--- src/asr_pkg.sv ---
// Functional notes
// - clock source select high: shift clock comes from host serial clock pin.
// - with chip-select and read-enable low, read after or during conversion.
// - host clock may be continuous or gated, idling high or low; here an idle-high clock's first fall shifts past the msb.
// - after busy falls, new result shifts out msb first over 16 pulses.
// - read-after-conversion host clock may run at any rate up to 40 MHz; here each clock phase must last about three core periods.
// - cascading only in external-clock read-after-conversion mode via chain input.
// - chain input sampled on edge opposite shifting; upstream msb follows local lsb.
// - up to twenty converters at 100 kSPS may be cascaded.
// - during conversion, previous result shifts out msb first over 16 pulses.
// - incomplete read during conversion pulses read overrun output high.
// - outputs released whenever chip-select or read-enable is high.
// - falling convert start begins conversion; busy high until it completes.
// - serial interface used when serial-parallel select is high.
package asr_pkg;
	localparam int RESULT_BITS     = 16;
	localparam int CLK_PERIOD_NS   = 40;
	localparam int CONV_TIME_NS    = 8000;
	localparam int CONV_CYCLES     = CONV_TIME_NS / CLK_PERIOD_NS;
	localparam int SYNC_STAGES     = 2;
	localparam logic [15:0] RESULT_RESET = 16'h0000;
	localparam logic [4:0]  BITCNT_RESET = 5'h00;

	typedef struct packed {
		logic serial_clock;
		logic chip_select_n;
		logic read_enable_n;
		logic convert_start_n;
		logic chain_input_or_read_mode;
	} asr_pins_type;

	typedef struct packed {
		logic serial_data_output;
		logic serial_data_oe;
		logic busy;
		logic read_overrun_pulse;
	} asr_outs_type;
endpackage

--- src/asr_sync.sv ---
`timescale 1ns/100ps
module asr_sync #(
	parameter int WIDTH = 5
) (
	input  wire logic             core_clk,
	input  wire logic             rst,
	input  wire logic [WIDTH-1:0] async_in,
	output logic      [WIDTH-1:0] sync_out
);
	logic [WIDTH-1:0] stage1_ff;
	logic [WIDTH-1:0] stage2_ff;
	logic [WIDTH-1:0] nxt_stage1;
	logic [WIDTH-1:0] nxt_stage2;

	always_comb begin
		nxt_stage1 = async_in;
		nxt_stage2 = stage1_ff;
	end

	// first stage feeds only the second
	always_ff @(posedge core_clk) begin
		if (rst) begin
			stage1_ff <= '0;
			stage2_ff <= '0;
		end else begin
			stage1_ff <= nxt_stage1;
			stage2_ff <= nxt_stage2;
		end
	end

	assign sync_out = stage2_ff;
endmodule

--- src/asr_readout.sv ---
`timescale 1ns/100ps
module asr_readout #(
	parameter int CONV_CYCLES = asr_pkg::CONV_CYCLES
) (
	input  wire logic                   core_clk,
	input  wire logic                   rst,
	input  wire logic                   serial_clock,
	input  wire logic                   chip_select_n,
	input  wire logic                   read_enable_n,
	input  wire logic                   convert_start_n,
	input  wire logic                   chain_input_or_read_mode,
	input  wire logic                   clock_source_select,
	input  wire logic                   serial_parallel_select,
	input  wire logic [15:0]            sample_code,
	output logic                        serial_data_output,
	output logic                        serial_data_oe,
	output logic                        busy,
	output logic                        read_overrun_pulse
);
	localparam int CW = $clog2(CONV_CYCLES + 1);
	localparam logic [CW-1:0] CONV_LAST = CW'(CONV_CYCLES - 1);
	localparam logic [4:0] BITS_FULL = 5'(asr_pkg::RESULT_BITS);

	function automatic logic asr_fell(input logic now_lvl, input logic prev_lvl);
		return ~now_lvl & prev_lvl;
	endfunction

	function automatic logic asr_short_read(input logic [4:0] count);
		return count < BITS_FULL;
	endfunction

	asr_pkg::asr_pins_type pins_raw;
	asr_pkg::asr_pins_type pins_s;
	logic [4:0]            pins_bits;
	logic                  mode_s;
	logic                  ser_s;

	assign pins_raw = '{serial_clock: serial_clock, chip_select_n: chip_select_n,
		read_enable_n: read_enable_n, convert_start_n: convert_start_n,
		chain_input_or_read_mode: chain_input_or_read_mode};

	asr_sync #(.WIDTH(7)) u_sync (
		.core_clk (core_clk),
		.rst      (rst),
		.async_in ({pins_raw, clock_source_select, serial_parallel_select}),
		.sync_out ({pins_bits, mode_s, ser_s})
	);
	assign pins_s = asr_pkg::asr_pins_type'(pins_bits);

	// edge detect state on synchronised pins
	logic sclk_prev_ff;
	logic cnv_prev_ff;
	logic nxt_sclk_prev;
	logic nxt_cnv_prev;
	logic sclk_rise;
	logic sclk_fall;
	logic cnv_fall;
	logic frame_on;

	always_comb begin
		nxt_sclk_prev = pins_s.serial_clock;
		nxt_cnv_prev  = pins_s.convert_start_n;
		sclk_rise     = pins_s.serial_clock & ~sclk_prev_ff;
		sclk_fall     = asr_fell(pins_s.serial_clock, sclk_prev_ff);
		cnv_fall      = asr_fell(pins_s.convert_start_n, cnv_prev_ff);
		// chip-select and read-enable act as one or'd enable
		frame_on      = ~(pins_s.chip_select_n | pins_s.read_enable_n) & mode_s & ser_s;
	end

	always_ff @(posedge core_clk) begin
		if (rst) begin
			// matches the synced pin's reset level, so reset makes no edge
			sclk_prev_ff <= 1'b0;
			// synced start reads low in reset; a 1 here would fake a fall
			cnv_prev_ff  <= 1'b0;
		end else begin
			sclk_prev_ff <= nxt_sclk_prev;
			cnv_prev_ff  <= nxt_cnv_prev;
		end
	end

	// conversion sequencer on core clock, stands in for the internal conversion clock
	typedef enum logic [0:0] {
		ASR_IDLE,
		ASR_CONV
	} asr_conv_type;

	function automatic logic asr_in_conv(input asr_conv_type state);
		return state == ASR_CONV;
	endfunction

	asr_conv_type  conv_state_ff;
	asr_conv_type  nxt_conv_state;
	logic [CW-1:0] conv_cnt_ff;
	logic [CW-1:0] nxt_conv_cnt;
	logic [15:0]   result_ff;
	logic [15:0]   nxt_result;
	logic          conv_done;

	always_comb begin
		nxt_conv_state = conv_state_ff;
		nxt_conv_cnt   = conv_cnt_ff;
		nxt_result     = result_ff;
		conv_done      = 1'b0;
		case (conv_state_ff)
			ASR_IDLE: begin
				if (cnv_fall) begin
					nxt_conv_state = ASR_CONV;
					nxt_conv_cnt   = '0;
				end
			end
			ASR_CONV: begin
				// a new falling start cannot restart a running conversion
				if (conv_cnt_ff == CONV_LAST) begin
					nxt_conv_state = ASR_IDLE;
					nxt_result     = sample_code;
					conv_done      = 1'b1;
				end else begin
					nxt_conv_cnt = conv_cnt_ff + CW'(1);
				end
			end
			default: begin
				nxt_conv_state = ASR_IDLE;
			end
		endcase
	end

	always_ff @(posedge core_clk) begin
		if (rst) begin
			conv_state_ff <= ASR_IDLE;
			conv_cnt_ff   <= '0;
			result_ff     <= asr_pkg::RESULT_RESET;
		end else begin
			conv_state_ff <= nxt_conv_state;
			conv_cnt_ff   <= nxt_conv_cnt;
			result_ff     <= nxt_result;
		end
	end

	// serial shifter: outputs move on host clock fall, chain input caught on rise
	logic [15:0] shreg_ff;
	logic [15:0] nxt_shreg;
	logic [4:0]  bitcnt_ff;
	logic [4:0]  nxt_bitcnt;
	logic        chain_bit_ff;
	logic        nxt_chain_bit;
	logic        during_ff;
	logic        nxt_during;
	logic        conv_busy;

	asr_pkg::asr_outs_type outs_ff;
	asr_pkg::asr_outs_type nxt_outs;

	always_comb begin
		conv_busy     = asr_in_conv(conv_state_ff);
		nxt_shreg     = shreg_ff;
		nxt_bitcnt    = bitcnt_ff;
		nxt_chain_bit = chain_bit_ff;
		nxt_during    = during_ff;
		nxt_outs      = outs_ff;

		if (frame_on && sclk_rise) begin
			nxt_chain_bit = pins_s.chain_input_or_read_mode;
		end

		// a read begun while busy is a read of the previous result
		if (frame_on && conv_busy && asr_short_read(bitcnt_ff)) begin
			nxt_during = 1'b1;
		end

		// host clock high and low must each last about three core periods
		// idle-high clock: its first fall already moves past the msb
		if (frame_on && sclk_fall) begin
			// works with a gated or free-running clock idling low
			if (during_ff || conv_busy) begin
				nxt_shreg = {shreg_ff[14:0], 1'b0};
			end else begin
				// chain bits are only let through after conversion
				// one stage per converter, so chain length is not limited here
				nxt_shreg = {shreg_ff[14:0], chain_bit_ff};
			end
			if (bitcnt_ff != BITS_FULL) begin
				nxt_bitcnt = bitcnt_ff + 5'h01;
			end
		end

		nxt_outs.read_overrun_pulse = 1'b0;
		if (conv_done) begin
			// fresh result reloads the shifter, msb first
			nxt_shreg  = nxt_result;
			nxt_bitcnt = asr_pkg::BITCNT_RESET;
			nxt_during = 1'b0;
			if (during_ff && asr_short_read(bitcnt_ff)) begin
				nxt_outs.read_overrun_pulse = 1'b1;
			end
		end

		nxt_outs.serial_data_output = nxt_shreg[15];
		nxt_outs.serial_data_oe     = frame_on;
		nxt_outs.busy               = asr_in_conv(nxt_conv_state);
	end

	always_ff @(posedge core_clk) begin
		if (rst) begin
			shreg_ff     <= asr_pkg::RESULT_RESET;
			bitcnt_ff    <= BITS_FULL;
			chain_bit_ff <= 1'b0;
			during_ff    <= 1'b0;
			outs_ff      <= '0;
		end else begin
			shreg_ff     <= nxt_shreg;
			bitcnt_ff    <= nxt_bitcnt;
			chain_bit_ff <= nxt_chain_bit;
			during_ff    <= nxt_during;
			outs_ff      <= nxt_outs;
		end
	end

	assign serial_data_output = outs_ff.serial_data_output;
	assign serial_data_oe     = outs_ff.serial_data_oe;
	assign busy               = outs_ff.busy;
	assign read_overrun_pulse = outs_ff.read_overrun_pulse;
endmodule

--- config.mk ---
export PLATFORM = sky130hd
export DESIGN_NAME = asr_readout
export DESIGN_NICKNAME = d
export VERILOG_FILES = /design/src/asr_pkg.sv /design/src/asr_sync.sv /design/src/asr_readout.sv
export SDC_FILE = /design/constraint.sdc
export NUM_CORES = 1
export LEC_CHECK = 0
export ABC_AREA = 1
export BUFFER_PORTS_ARGS = -buffer_cell sky130_fd_sc_hd__buf_2
export CORE_MARGIN = 2
export CORE_UTILIZATION = 25
export CTS_BUF_LIST = sky130_fd_sc_hd__clkbuf_4 sky130_fd_sc_hd__clkbuf_8 sky130_fd_sc_hd__clkbuf_16
export DETAILED_ROUTE_END_ITERATION = 8
export PLACE_DENSITY = 0.48
export SYNTH_ARGS = -nofsm -noshare
export SYNTH_HDL_FRONTEND = slang
export SYNTH_SLANG_ARGS = --single-unit
--- constraint.sdc ---
create_clock -name core_clk -period 1.4 [get_ports core_clk]
set_input_delay 0.21 -clock core_clk [delete_from_list [all_inputs] [get_ports core_clk]]
set_output_delay 0.21 -clock core_clk [all_outputs]
set_load 0.01 [all_outputs]
==> metrics.md <==
| Metric | Value |
|---|---|
| H-tree depth | `2` |
| Status | `finished, violations left` |
| Worst slew pin tran | `220 ps` |
| Hold Crit Class | `in2reg` |
| Mean post-synth cell area | `7.01 um2` |
| Placed inst area | `2520 um2` |
| Cells after Synth | `311` |
| Die width | `97.4 um` |
| Die footprint | `9480 um2` |
| Critical-path maximum fanout | `5` |
| Critical Path AT | `1630 ps` |
| First-pass detailed-route iteration total | `4` |
| # fillers | `937` |
| Placed cell count | `452` |
| WS Path Type | `reg2reg` |
| Max Transition Viols Final | `0` |
| Achievable frequency | `700 MHz` |
| Vias per cell | `4.18` |
| Final Hold Viols | `0` |
| Endpoints failing setup | `9` |
| Ys Warns | `0` |
| Top-Level Pins | `29` |
| Vias in the first global route | `1840` |
| Post-route clock period utilization | `1.02` |
| Final worst slack | `-27.7 ps` |
| Residual DRC | `0` |
| Crit path capture type | `flop` |
| VDD IR max | `0.435 mV` |
| Required @ worst endpoint | `1600 ps` |
| Rows | `34` |
| Initial antenna violation count | `0` |
| Leakage | `1.34 nW` |
| GP Congestion | `0.747` |
| CTS tree | `built` |
| CTS buffer count | `5` |
| Layout cells sized above 1 | `0.271` |
| #FFs+latches synth | `50` |
| Post-route ant nets | `0` |
| Vias | `1961` |
| Root Buffer | `clkbuf_8` |
| Failing checks | `setup timing` |
| Clk_lat worst skew | `300 ps` |
| Fin crit period | `1430 ps` |
| Critical Path Start Type | `flop` |
| GR Overflow Total | `0` |
| First-pass GRT wire length | `8.03 mm` |
| CTS Buffer Depth | `2` |
| Post-synthesis sequential area ratio | `0.459` |
| Placed wire-length estimate | `3.10 mm` |
| Starting Density | `0.254` |
| Unrepaired setup endpoints after global routing | `true` |
| Ant. Diodes | `0` |
| Power density over the cells | `892 nW/um2` |
| Drt initial violations | `61` |
| CTS Sinks | `50` |
| Die Span Y | `97.4 um` |
| Overall Power | `2.62 mW` |
| Post-Syn Area | `2180 um2` |
| Drt wl/cell | `10.2 um` |
| Slew HR | `0.853` |
| R2R setup slack | `-30 ps` |
| Non-filler cells, final | `469` |
| Syn Nets | `339` |
| Fin util | `0.341` |
| Wirelength, routed | `4.80 mm` |
| GRT Total Usage | `0.101` |
| Largest net degree at the start of global routing | `18` |
| Final Skew | `10.7 ps` |
| Netlist cell types | `23` |
| Nets | `388` |
| PortBufs | `28` |
| Area Overhead vs Synth | `34.6%` |
| Clk slew on worst S/H paths | `100 ps` |
| Cell area after layout | `2930 um2` |
| Max_cap viols | `0` |
| Core ar. | `8590 um2` |
worst max-delay path, stage by stage, from the launching register on:
cell and delay [ps]:
dfxtp_2 360, ha_4 150, nand2_4 60, nor2_4 180
nand2_8 120, nand2_8 110, buf_4 120, nand2_1 70
a21oi_2 110, nor2_1 50
synthesized netlist by cell type:
cell	n	share of area
nand2_1	59	0.10
nor2_1	59	0.10
dfxtp_1	50	0.46
inv_1	45	0.077
a21oi_1	20	0.046
o21ai_0	20	0.046
nand3_1	14	0.032
clkbuf_1	8	0.014
o21ai_1	7	0.016
buf_6	5	0.026
ha_1	3	0.017
nand4_1	3	0.0086
nor3_1	3	0.0069
buf_2	2	0.0046
nand2_2	2	0.0057
nand2_4	2	0.010
nor2_2	2	0.0057
xor2_1	2	0.0080
a211oi_1	1	0.0034
buf_4	1	0.0034
clkinv_1	1	0.0017
inv_2	1	0.0017
nor4_1	1	0.0029
timing repair:
item | 4_1_cts | 5_1_grt
endpoints found under the setup margin | 10 | 29
hold buffers | 0 | 0
pin swaps | 10 | 12
buffers inserted | 2 | 3
gates resized for setup | 12 | 30
gates cloned | 2 | 2
hold endpoints to repair | 0 | 0
per-layer routing:
| metal | up-vias | global-route usage | wire (um) | part of all wire |
|---|---|---|---|---|
| li1 | 1054 | - | - | - |
| met1 | 869 | 0.131 | 2310 | 0.48 |
| met2 | 36 | 0.168 | 2240 | 0.47 |
| met3 | 2 | 0.0281 | 218 | 0.045 |
| met4 | 0 | 0.0224 | 31 | 0.0065 |
| met5 | - | 0 | 0 | 0 |
cell usage in the layout, fill, tap and decap left out, types with 2 or more instances in the layout:
cell      netlist  final
buf_12          0      3
dfxtp_1        50     48
nand2_2         2      2
ha_1            3      2
buf_2           2     28
nand2_4         2      9
dfxtp_2         0      2
xor2_1          2      2
nor3_1          3      3
a21oi_2         0      9
nand3_1        14     14
inv_6           0      3
nand2_1        59     52
a21oi_1        20     11
inv_1          45     43
nor2_1         59     57
clkbuf_8        0      5
nand4_1         3      3
nor2_4          0      3
nand2_8         0      2
buf_4           1     23
o21ai_0        20     19
o21ai_1         7      7
power breakdown:
part	internal, mW	switching (mW)
Sequential	1.44	0.00660
Clock	0.546	0.500
Combinational	0.0525	0.0672
Total	2.04	0.574
logic make-up after synthesis:
| group | after synthesis | synth area share |
|---|---|---|
| buffers and inverters | 63 | 0.129 |
| flip-flops | 50 | 0.459 |
| AND/OR/NAND/NOR | 145 | 0.276 |
| XOR/XNOR | 2 | 0.00804 |
| adder cells (fa/ha/maj) | 3 | 0.0172 |
| AO/OA/AOI/OAI | 48 | 0.111 |
worst paths after layout:
kind	startpoint	endpoint	depth (start not counted)
max	conv_cnt_ff[1]	shreg_ff[7]	9
min	chip_select_n	u_sync.nxt_stage2[5]	3
max reg2reg	conv_cnt_ff[1]	shreg_ff[7]	9
min reg2reg	u_sync.nxt_stage2[5]	u_sync.sync_out[5]	2
state kept, by name, summed over array words and instances (netlist names):
register,cells
shreg_ff,16
conv_cnt_ff,8
u_sync.nxt_stage2,7
u_sync.sync_out,7
bitcnt_ff,5
busy,1
chain_bit_ff,1
cnv_prev_ff,1
during_ff,1
read_overrun_pulse,1
sclk_prev_ff,1
serial_data_oe,1
through the flow:
step | hold WS [ps] | setup slack, ps | setup TNS [ps]
global placement | 394 | -25.6 | -167
finish | 102 | -27.7 | -84.3
detailed placement | 392 | -57.4 | -337
floorplan | 317 | 9.20 | 0
CTS | 90.1 | 1.54 | 0
global route | 92.5 | -147 | -1800
layout make-up:
class / count / area, um2 / area share
timing repair buffer: 56 / 425 / 0.145
inverter: 47 / 185 / 0.0631
sequential: 50 / 1000 / 0.342
multi-input combinational: 200 / 1070 / 0.364
clock inverter: 3 / 47.5 / 0.0162
tap: 108 / 135 / 0.0461
clock buffer: 5 / 68.8 / 0.0235
Note: power is estimated with default switching activity, not from simulation.
